`src/core/wwd_defines.svh`:
```
// register indices, field positions, reset values and timing counts
`ifndef WWD_DEFINES_SVH
`define WWD_DEFINES_SVH

`define WWD_IDX_CTRL 6'h2f
`define WWD_IDX_WIN 6'h30
`define WWD_IDX_CFG 6'h31
`define WWD_IDX_STAT 6'h32
`define WWD_IDX_TMIN 6'h33
`define WWD_IDX_TMAX 6'h34

`define WWD_CTRL_ACT_BIT 7
`define WWD_CTRL_TOP_BIT 6
`define WWD_CFG_OIE_BIT 2
`define WWD_CTRL_RESET 8'h7f
`define WWD_WIN_RESET 7'h7f
`define WWD_CNT_ROLL 7'h40

`define WWD_CLK_MHZ 50
`define WWD_PRESC_CYCLES 16384
`define WWD_DEC_UNIT 24'h004000
`define WWD_MAXBASE 24'h004000
`define WWD_MINBASE_ADD 24'h000080
`define WWD_STEP_ADD 24'h0000c0
`define WWD_BASE_MUL 24'h000040
`define WWD_START_SHORT 13'h00ff
`define WWD_START_LONG 13'h0fff
`define WWD_RST_PULSE_NS 30000
`define WWD_RST_CYC ((`WWD_RST_PULSE_NS * `WWD_CLK_MHZ) / 1000)

`endif

```
`src/core/wwd_pkg.sv`:
```
// types shared by the window watchdog
`default_nettype none
package wwd_pkg;

  typedef enum logic [1:0] {
    WWD_RUN = 2'b00,
    WWD_HALT = 2'b01,
    WWD_AHALT = 2'b10,
    WWD_START = 2'b11
  } wwd_mode_t;

  typedef struct packed {
    logic ack;
    logic [31:0] dat;
    logic act;
    logic [6:0] cnt;
    logic [6:0] win;
    logic [1:0] tb;
    logic oscillator_irq_enable;
    logic hw;
    logic hrst;
    logic slong;
    logic [13:0] pre;
    wwd_mode_t mode;
    logic [12:0] dly;
    logic [10:0] rstc;
    logic rst_n;
  } wwd_state_t;

endpackage
`default_nettype wire

```
`src/core/wwd_top.sv`:
```
// window watchdog with low-power handling and a wishbone register slave
// Functional notes
// RULE_01: software keeps top bit set on writes
// RULE_02: low six count bits scale timeout linearly
// RULE_03: min and max base delays added
// RULE_04: timebase select picks major/minor constants
// RULE_05: piecewise minimum timeout formula
// RULE_06: maximum uses same formula, inclusive branch
// RULE_07: all divisions truncate toward zero
// RULE_08: slow and wait leave counting unchanged
// RULE_09: plain halt: decrement once, then freeze
// RULE_10: halt wake waits 256 or 4096 clocks
// RULE_11: reset returns watchdog to disabled state
// RULE_12: halt with reset option raises reset
// RULE_13: active halt freezes counter, no reset
// RULE_14: active halt interrupt exit restarts immediately
// RULE_15: active halt reset exit waits startup
// RULE_16: decrement every 16384 clocks, always running
// RULE_17: activated rollover 40h to 3Fh resets
// RULE_18: activated reload above window resets
// RULE_19: activation bit settable only, reset clears
// RULE_20: tick from shared free-running prescaler
`include "wwd_defines.svh"
`default_nettype none
module wwd_top #(
  parameter int PRESC_CYCLES = `WWD_PRESC_CYCLES
) (
  input wire logic clk_i,
  input wire logic rst_i,
  input wire logic wb_cyc_i,
  input wire logic wb_stb_i,
  input wire logic wb_we_i,
  input wire logic [7:0] wb_adr_i,
  input wire logic [3:0] wb_sel_i,
  input wire logic [31:0] wb_dat_i,
  output logic [31:0] wb_dat_o,
  output logic wb_ack_o,
  input wire logic halt_req_i,
  input wire logic halt_wake_i,
  input wire logic osc_irq_i,
  input wire logic ext_irq_i,
  input wire logic hw_wdg_opt_i,
  input wire logic halt_rst_opt_i,
  input wire logic startup_long_i,
  output logic mcu_rst_n_o
);

  wwd_pkg::wwd_state_t q;
  wwd_pkg::wwd_state_t d;

  function automatic logic [23:0] wwd_major(input logic [1:0] tb);
    unique case (tb) // see RULE_04
      2'b00: wwd_major = 24'd4;
      2'b01: wwd_major = 24'd8;
      2'b10: wwd_major = 24'd20;
      2'b11: wwd_major = 24'd49;
    endcase
  endfunction

  function automatic logic [23:0] wwd_minor(input logic [1:0] tb);
    unique case (tb) // see RULE_04
      2'b00: wwd_minor = 24'd59;
      2'b01: wwd_minor = 24'd53;
      2'b10: wwd_minor = 24'd35;
      2'b11: wwd_minor = 24'd54;
    endcase
  endfunction

  // timeout in half-oscillator cycles for a loaded count
  function automatic logic [23:0] wwd_timeout(input logic [5:0] cnt,
                                              input logic [1:0] tb,
                                              input logic is_max);
    logic [23:0] c;
    logic [23:0] mj;
    logic [23:0] mn;
    logic [23:0] qt;
    logic [23:0] k;
    logic [23:0] base;
    logic lin;
    c = {18'h0, cnt}; // see RULE_02
    mj = wwd_major(tb);
    mn = wwd_minor(tb);
    qt = mj >> 2; // see RULE_07
    k = (c << 2) / mj; // see RULE_07
    base = is_max ? `WWD_MAXBASE
                  : (mn + `WWD_MINBASE_ADD) * `WWD_BASE_MUL; // see RULE_03
    lin = is_max ? (c <= qt) : (c < qt); // see RULE_05 RULE_06
    if (lin)
    begin
      wwd_timeout = base + `WWD_DEC_UNIT * c;
    end
    else
    begin
      wwd_timeout = base + `WWD_DEC_UNIT * (c - k)
                    + (`WWD_STEP_ADD + mn) * `WWD_BASE_MUL * k;
    end
  endfunction

  logic req;
  logic wr;
  logic [5:0] idx;
  logic tick;
  logic active;
  logic trig;
  logic dec;
  logic [6:0] wcnt;

  assign idx = wb_adr_i[7:2];
  assign req = wb_cyc_i && wb_stb_i;
  // write lands on the edge where the master sees ack
  assign wr = req && wb_we_i && q.ack && wb_sel_i[0];
  // one free-running prescaler feeds the watchdog tick
  assign tick = (q.pre == 14'(PRESC_CYCLES - 1)); // see RULE_20 RULE_16
  assign active = q.act || q.hw;
  assign wcnt = wb_dat_i[6:0];

  always_comb
  begin
    d = q;
    trig = 1'b0;
    dec = 1'b0;
    // prescaler never stops; phase at a write is unknown to software
    d.pre = tick ? 14'h0 : 14'(q.pre + 14'h1); // see RULE_20
    // bus answer: one wait state, ack drops the cycle after
    d.ack = req && !q.ack;
    d.dat = 32'h0;
    if (req && !q.ack && !wb_we_i)
    begin
      unique case (idx)
        `WWD_IDX_CTRL: d.dat = {24'h0, q.act, q.cnt};
        `WWD_IDX_WIN: d.dat = {25'h0, q.win};
        `WWD_IDX_CFG: d.dat = {29'h0, q.oscillator_irq_enable, q.tb};
        `WWD_IDX_STAT: d.dat = {26'h0, q.slong, q.hrst, q.hw, active,
                                q.mode};
        `WWD_IDX_TMIN: d.dat = {8'h0, wwd_timeout(q.cnt[5:0], q.tb, 1'b0)};
        `WWD_IDX_TMAX: d.dat = {8'h0, wwd_timeout(q.cnt[5:0], q.tb, 1'b1)};
        default: d.dat = 32'h0;
      endcase
    end

    // counting: slow and wait modes do not reach this block at all
    unique case (q.mode)
      wwd_pkg::WWD_RUN:
      begin
        if (tick)
        begin
          dec = 1'b1; // see RULE_16 RULE_08
          if (active && q.cnt == `WWD_CNT_ROLL)
          begin
            trig = 1'b1; // see RULE_17
          end
        end
        if (halt_req_i)
        begin
          if (q.oscillator_irq_enable)
          begin
            d.mode = wwd_pkg::WWD_AHALT; // see RULE_13
            dec = 1'b0;
            trig = 1'b0;
          end
          else if (q.hrst)
          begin
            trig = 1'b1; // see RULE_12
          end
          else
          begin
            d.mode = wwd_pkg::WWD_HALT; // see RULE_09
            dec = 1'b1;
            trig = 1'b0;
          end
        end
      end
      wwd_pkg::WWD_HALT:
      begin
        if (halt_wake_i)
        begin
          d.mode = wwd_pkg::WWD_START; // see RULE_10
          d.dly = q.slong ? `WWD_START_LONG : `WWD_START_SHORT;
        end
      end
      wwd_pkg::WWD_AHALT:
      begin
        if (osc_irq_i || ext_irq_i)
        begin
          d.mode = wwd_pkg::WWD_RUN; // see RULE_14
        end
      end
      wwd_pkg::WWD_START:
      begin
        if (q.dly == 13'h0)
        begin
          d.mode = wwd_pkg::WWD_RUN;
        end
        else
        begin
          d.dly = 13'(q.dly - 13'h1);
        end
      end
    endcase
    if (dec)
    begin
      d.cnt = 7'(q.cnt - 7'h1);
    end

    if (wr)
    begin
      unique case (idx)
        `WWD_IDX_CTRL:
        begin
          // activation can only be set; reset alone clears it
          d.act = q.act || wb_dat_i[`WWD_CTRL_ACT_BIT]; // see RULE_19
          d.cnt = wcnt;
          if (active && q.cnt > q.win)
          begin
            trig = 1'b1; // see RULE_18
          end
          if ((d.act || q.hw) && !wcnt[`WWD_CTRL_TOP_BIT - 0])
          begin
            trig = 1'b1; // see RULE_01
          end
        end
        `WWD_IDX_WIN: d.win = wb_dat_i[6:0];
        `WWD_IDX_CFG:
        begin
          d.tb = wb_dat_i[1:0];
          d.oscillator_irq_enable = wb_dat_i[`WWD_CFG_OIE_BIT];
        end
        default: d.win = q.win;
      endcase
    end

    // reset pulse length counted here; retrigger restarts it
    if (trig)
    begin
      d.rstc = 11'(`WWD_RST_CYC);
    end
    else if (q.rstc != 11'h0)
    begin
      d.rstc = 11'(q.rstc - 11'h1);
    end
    d.rst_n = (d.rstc == 11'h0); // see RULE_17

    if (rst_i)
    begin
      d = '0;
      d.act = 1'b0; // see RULE_11
      // activation bit of the reset value is carried by d.act above
      d.cnt = 7'(`WWD_CTRL_RESET);
      d.win = `WWD_WIN_RESET;
      d.rst_n = 1'b1;
      // options are caught while reset is held
      d.hw = hw_wdg_opt_i; // see RULE_11 RULE_19
      d.hrst = halt_rst_opt_i;
      d.slong = startup_long_i;
      // any reset, including one that ends a halt, restarts after delay
      d.mode = wwd_pkg::WWD_START; // see RULE_15 RULE_10
      d.dly = startup_long_i ? `WWD_START_LONG : `WWD_START_SHORT;
    end
  end

  always_ff @(posedge clk_i)
  begin
    q <= d;
  end

  assign wb_ack_o = q.ack;
  assign wb_dat_o = q.dat;
  assign mcu_rst_n_o = q.rst_n;

  logic wr_ctrl;
  assign wr_ctrl = wr && idx == `WWD_IDX_CTRL;
endmodule
`default_nettype wire

```
`config.mk`:
```
export PLATFORM = sky130hd
export DESIGN_NAME = wwd_top
export DESIGN_NICKNAME = d
export VERILOG_FILES = /design/src/core/wwd_pkg.sv /design/src/core/wwd_top.sv
export VERILOG_INCLUDE_DIRS = /design/src /design/src/core
export SDC_FILE = /design/constraint.sdc
export NUM_CORES = 1
export LEC_CHECK = 0
export ABC_AREA = 1
export BUFFER_PORTS_ARGS = -buffer_cell sky130_fd_sc_hd__buf_4
export CAP_MARGIN = 5
export CORE_MARGIN = 4
export CORE_UTILIZATION = 60
export CTS_BUF_LIST = sky130_fd_sc_hd__clkbuf_2 sky130_fd_sc_hd__clkbuf_4 sky130_fd_sc_hd__clkbuf_8
export DETAILED_ROUTE_END_ITERATION = 7
export PLACE_DENSITY = 0.75
export SETUP_SLACK_MARGIN = 0.3
export SYNTH_ARGS = -nofsm -noshare
export SYNTH_HDL_FRONTEND = slang
export SYNTH_SLANG_ARGS = --single-unit
```
`constraint.sdc`:
```
create_clock -name clk_i -period 70.4 [get_ports clk_i]
set_clock_uncertainty 0.15 [all_clocks]
set_input_delay 0 -clock clk_i [delete_from_list [all_inputs] [get_ports clk_i]]
set_output_delay 0 -clock clk_i [all_outputs]
set_load 0.02 [all_outputs]
```
**Word level (Yosys, flattened, before mapping)**

Index checks and enable logic that the tools add are counted.
Widths: inputs -> output; s select.

- Add/subtract/negate cells: 15
- Multipliers: 2
- Divide/modulo/power cells: 2
- Order comparisons: 3
- Equality and inequality tests: 21
- Muxes and demuxes: 47
- Bitwise gates (word level): 1
- Reductions and logical operators: 29

Operators by type and width:

| operator | number |
|---|---|
| $mux 24 | 6 |
| $pmux 24 s6 | 1 |
| $pmux 24 s4 | 1 |
| $add 24x24->24 | 3 |
| $mux 18 | 4 |
| $pmux 18 s4 | 1 |
| $div 8x24->24 | 2 |
| $mul 18x24->18 | 2 |
| $add 8x18->18 const A | 2 |
| $eq 6x6->1 const B | 6 |
| $pmux 13 s2 | 1 |
| $mux 25 | 1 |
| $add 15x24->24 const A | 1 |
| $add 24x20->24 | 1 |
| $mux 12 | 2 |
| $le 6x22->1 | 1 |
| $lt 6x22->1 | 1 |
| $mux 11 | 2 |
| $add 15x20->21 const A | 1 |
| $mux 7 | 3 |
| $sub 6x10->10 | 2 |
| $add 18x8->18 const B | 1 |
| $mux 17 | 1 |
| $mux 1 | 15 |
| 29 further kinds | 59 |

- Register bits: 95
- Input port bits: 56
- Output and inout bits: 34
- Logic and storage cells: 135

**Longest topological paths before layout**

- Depth in word-level cells: 13
- Gate-level depth with buffers: 288
- Gate-level depth less buffers: 266

**Worst setup path before layout**

OpenSTA, ideal clock, no wires.

- Kind: reg-to-reg
- From: reg q[46] (netlist name)
- To: reg q (netlist bit wb_dat_o[23])
- Library setup time: 0.070 ns
- Arrival: 38.537 ns
- Required time: 70.180 ns
- Setup slack: 31.643 ns
- Stages on the path, launching flop included: 272
- Buffers on the path: 26
- Clock period less this slack: 38.757 ns
- Cells stage by stage: dfxtp_1 > nand2_2 > clkbuf_8 > clkbuf_1 > ha_1 > o21ai_1 > nand2_4 > nand3_1 > nor2_1 > inv_1 > a21oi_1 > ha_1 > nand2_1 > inv_1 > nand2_1 > nand2_1 > nand2_1 > nand2_2 > (+236 left out) > inv_1 > o21bai_1 > a21oi_1 > o21bai_1 > a21oi_1 > o21ai_0 > a21o_1 > a21oi_1 > or2_2 > nand2_1 > inv_1 > ha_1 > fa_1 > a21oi_1 > xor2_1 > xor2_1 > nand2_1 > a21oi_1

- Word-level cells in the longest chain between the ends: 10
- Elaborated cells between the ends (all ways): 33
- Classes of those cells: 10 x add/sub; 2 x mul; 2 x div; 2 x order compare; 3 x eq/ne; 13 x mux; 1 x reduce/logical

Ends and longest elaborated chain:

| what | RTL line | RTL |
|---|---|---|
| start: declaration | wwd_top.sv:48 | `wwd_pkg::wwd_state_t q;` |
| start signal: assignment | wwd_top.sv:263 | `q <= d;` |
| branches (longest 9 deep; another with $div 8x24->24) | - |  |
| $pmux 24 s6 * | wwd_top.sv:129 | `unique case (idx)` |

Every way passes the cells marked *. The select of a mux whose other input is x is not followed.
A chain may end at the register's enable or synchronous reset.

**Worst setup path after layout**

- From: reg q[54] (netlist name)
- To: reg q (netlist bit wb_dat_o[23])

- Word-level cells in the longest chain between the ends: 6
- Elaborated cells between the ends (all ways): 16
- Classes of those cells: 7 x add/sub; 2 x mul; 2 x div; 2 x order compare; 3 x mux

Ends and longest elaborated chain:

| what | RTL line |
|---|---|
| branches (longest 5 deep; another with $div 8x24->24) | - |
| $pmux 24 s6 * | wwd_top.sv:129 |

Every way passes the cells marked *.

==> run_results.csv <==
group,metric,value,unit
outcome,status,"finished, final reports clean",
placement,place_congestion,0.937,
sta,finalCritPeriodShare,66.7,%
sta,setup_viol,0,
final_layout,diodes,0,
critical_path,crit_path_frequent_cell,"nand2_1",
drt,wirelength,75900,um
critical_path,arrival,47.07,ns
clocking,clockRootBuffer,"clkbuf_8",
critical_path,cp.required,70.52,ns
sta,maxSlewHeadroom,26.3,%
clocking,clock_latency,0.38,ns
global_routing,antenna_found_initial,0,
synth,ys_seq_area_share,6.61,%
drt,routed_via_density,5.41,
clocking,h-tree-depth,3,
global_routing,grt_pass1_wl,127000,um
synth,syn_inst,4651,
sta,finalHoldViolations,0,
placement,port_buffers,52,
critical_path,timing.rr.end,"wb_dat_o[23]",
clocking,clkTransAtPathRegs,0.09,ns
synth,async_reset_ff_share,0,%
final_layout,areaGrowthSynthToFinish,2.38,%
critical_path,reg2reg_from,"q[54]",
synth,syn_area_per_cell,6.19,um2
floorplanning,die-area,51500,um2
drt,vias,28500,
clocking,cts_setup_buffers,0,
critical_path,path_delay_family,"simple AND/OR/NAND/NOR gates",
sta,fmax,21.3,MHz
floorplanning,pin_count,90,
worst_hold_path,hold_path_depth,6,
global_routing,grt_max_degree,32,
final_layout,nNetsFinal,5010,
critical_path,slowest_stage,"nor2_2",
drt,firstDrtPassIters,5,
critical_path,path_buf_inv,36,
global_routing,first_global_vias,26400,
drt,antenna_left,0,
clocking,cts_sinks,87,
floorplanning,die_y,227,um
critical_path,reg2reg_depth,232,
worst_hold_path,min_from,"wb_adr_i[7]",
floorplanning,coreArea,47000,um2
critical_path,criticalPathCategory,"flop to flop",
synth,yosys_warnings,0,
floorplanning,start_util,61.3,%
critical_path,end_kind,"flop",
clocking,clock_path_buffers,2,
sta,period_needed,46.96,ns
critical_path,critical_path_peak_fanout,31,
drt,drt_iter0_drc,1923,
placement,dp_hpwl,62300,um
drt,post_drt_wl_per_cell,14.4,um
floorplanning,die_width,227,um
clocking,cts_resized,0,
synth,ys_types,82,
clocking,cts_tree,"done",
critical_path,startpoint_type,"flop",
sta,worst_pin_slew,1.10,ns
sta,setup-tns-final,0,ns
critical_path,critPathMaxStageDelay,0.65,ns
critical_path,reg2reg_slack,23.44,ns
worst_hold_path,hp-class,"primary input to flop",
synth,synth-seq-cells,87,
synth,ys.flop_type,"dfxtp_1",
clocking,cts_inserted_buffers,9,
clocking,ctsHoldBuffers,22,
sta,rsz0062_at_grt,"no",
global_routing,track_usage,29.2,%
synth,synth_area,28800,um2
global_routing,grt.overflow.total,0,
flow_run,drv_cap,0,
worst_hold_path,hold_end,"wb_dat_o[2]",
sta,maxSlewViolCount,0,
final_layout,drive_above_1_share,16.5,%
synth,synth_edf_count,16,
floorplanning,num_rows,79,
drt,drc,0,
[cell usage in the layout (no fill, tap or decap), types with 8 or more instances in the layout]
master,n
a21oi_1,185
a31oi_1,13
buf_4,62
clkbuf_8,9
clkinv_1,18
clkinv_2,8
conb_1,16
dfxtp_1,70
dlygate4sd3_1,22
edfxtp_1,16
fa_1,81
ha_1,210
inv_1,753
inv_2,40
nand2_1,1130
nand2_2,230
nand2_4,80
nand3_1,381
nand3_2,110
nand3_4,29
nand3b_1,21
nand4_1,109
nor2_1,393
nor2_2,75
nor2_4,55
nor3_1,45
nor4_1,13
o211ai_1,23
o21ai_0,137
o21ai_1,18
o21bai_1,17
or2_2,13
xnor2_1,68
xor2_1,112
[cell families after synthesis]
kind of cell    after synthesis  synth area share [%]
simple gates               2719                  49.7
flops                        87                  6.61
compound gates              450                  9.05
other cells                   1                0.0130
mux                           2                0.0696
fa+ha+maj                   291                  14.8
xor+xnor                    180                  5.48
buf+inv                     921                  14.4
[final cells by class]
cell class              count  area (um2)
repair buffers             84         686
multi-input cells        3658       22800
well taps                 607         759
inverters                 823        3130
fillers                  4705       17500
clock buffers               9         124
clock inverters             7        47.5
flip-flops and latches     87        1900
[flip-flops by register name, summed over array words and instances, names as in the netlist]
| register | count |
|---|---|
| wb_dat_o | 24 |
| q | 61 |
| wb_ack_o | 1 |
| mcu_rst_n_o | 1 |
[per-layer routing]
| metal | track usage, % | vias to the layer above | part of all wire, % |
|---|---|---|---|
| li1 | - | 14800 | - |
| met3 | 1.92 | 115 | 4.5 |
| met4 | 6.68 | 0 | 2.3 |
| met2 | 51.0 | 683 | 47 |
| met1 | 39.7 | 13000 | 46 |
| met5 | 0 | - | 0 |
[worst max path at each step]
stage | slack, ns | start | depth (start not counted) | end
global placement | 24.36 | q[54] | 229 | wb_dat_o[23]
finish | 23.44 | q[54] | 232 | wb_dat_o[23]
global route | 19.24 | q[54] | 234 | wb_dat_o[23]
floorplan | 31.64 | q[46] | 271 | wb_dat_o[23]
detailed placement | 23.95 | q[54] | 242 | wb_dat_o[23]
CTS | 23.78 | q[54] | 242 | wb_dat_o[23]
[worst min-delay path, cell delays in order]
cell	delay [ns]
buf_4	0.12
inv_1	0.04
nor4_1	0.04
buf_4	0.16
nand2_1	0.06
a31oi_1	0.07
[cells in the mapped netlist, types with 23 or more instances]
cell type / n / share of area, %
inv_1: 754 / 9.8
inv_2: 39 / 0.51
nand3_4: 29 / 1.8
ha_1: 210 / 9.1
nand2_4: 79 / 3.1
o211ai_1: 23 / 0.60
o21ai_0: 137 / 2.4
xor2_1: 112 / 3.4
nor3_1: 45 / 0.78
a21oi_1: 185 / 3.2
buf_4: 34 / 0.89
nor2_1: 393 / 5.1
nor2_4: 55 / 2.2
xnor2_1: 68 / 2.1
nand4_1: 109 / 2.4
fa_1: 81 / 5.6
nand3_1: 381 / 6.6
nand2_1: 1130 / 15
nand2_2: 231 / 5.0
nand3_2: 110 / 3.8
nor2_2: 75 / 1.6
dfxtp_1: 71 / 4.9
[stage by stage]
| step | cell area, um2 | setup WS (ns) | hold slack (ns) | util, % | cells |
|---|---|---|---|---|---|
| after floorplan | 28800 | 31.64 | -0.0615 | - | 4666 |
| after global placement | 29100 | 24.36 | 0.0307 | 61.9 | 5237 |
| after detailed placement | 29100 | 23.95 | 0.0298 | 61.9 | 5237 |
| after CTS | 29500 | 23.78 | 0.00185 | 62.8 | 5275 |
| after global routing | 29500 | 19.24 | 0.0306 | 62.8 | 5275 |
| final | 29500 | 23.44 | 0.0275 | 62.8 | 5275 |
Power is left out: the tool's default activity adds up to more than one toggle a clock period on the data nets, which glitch-free logic cannot reach.
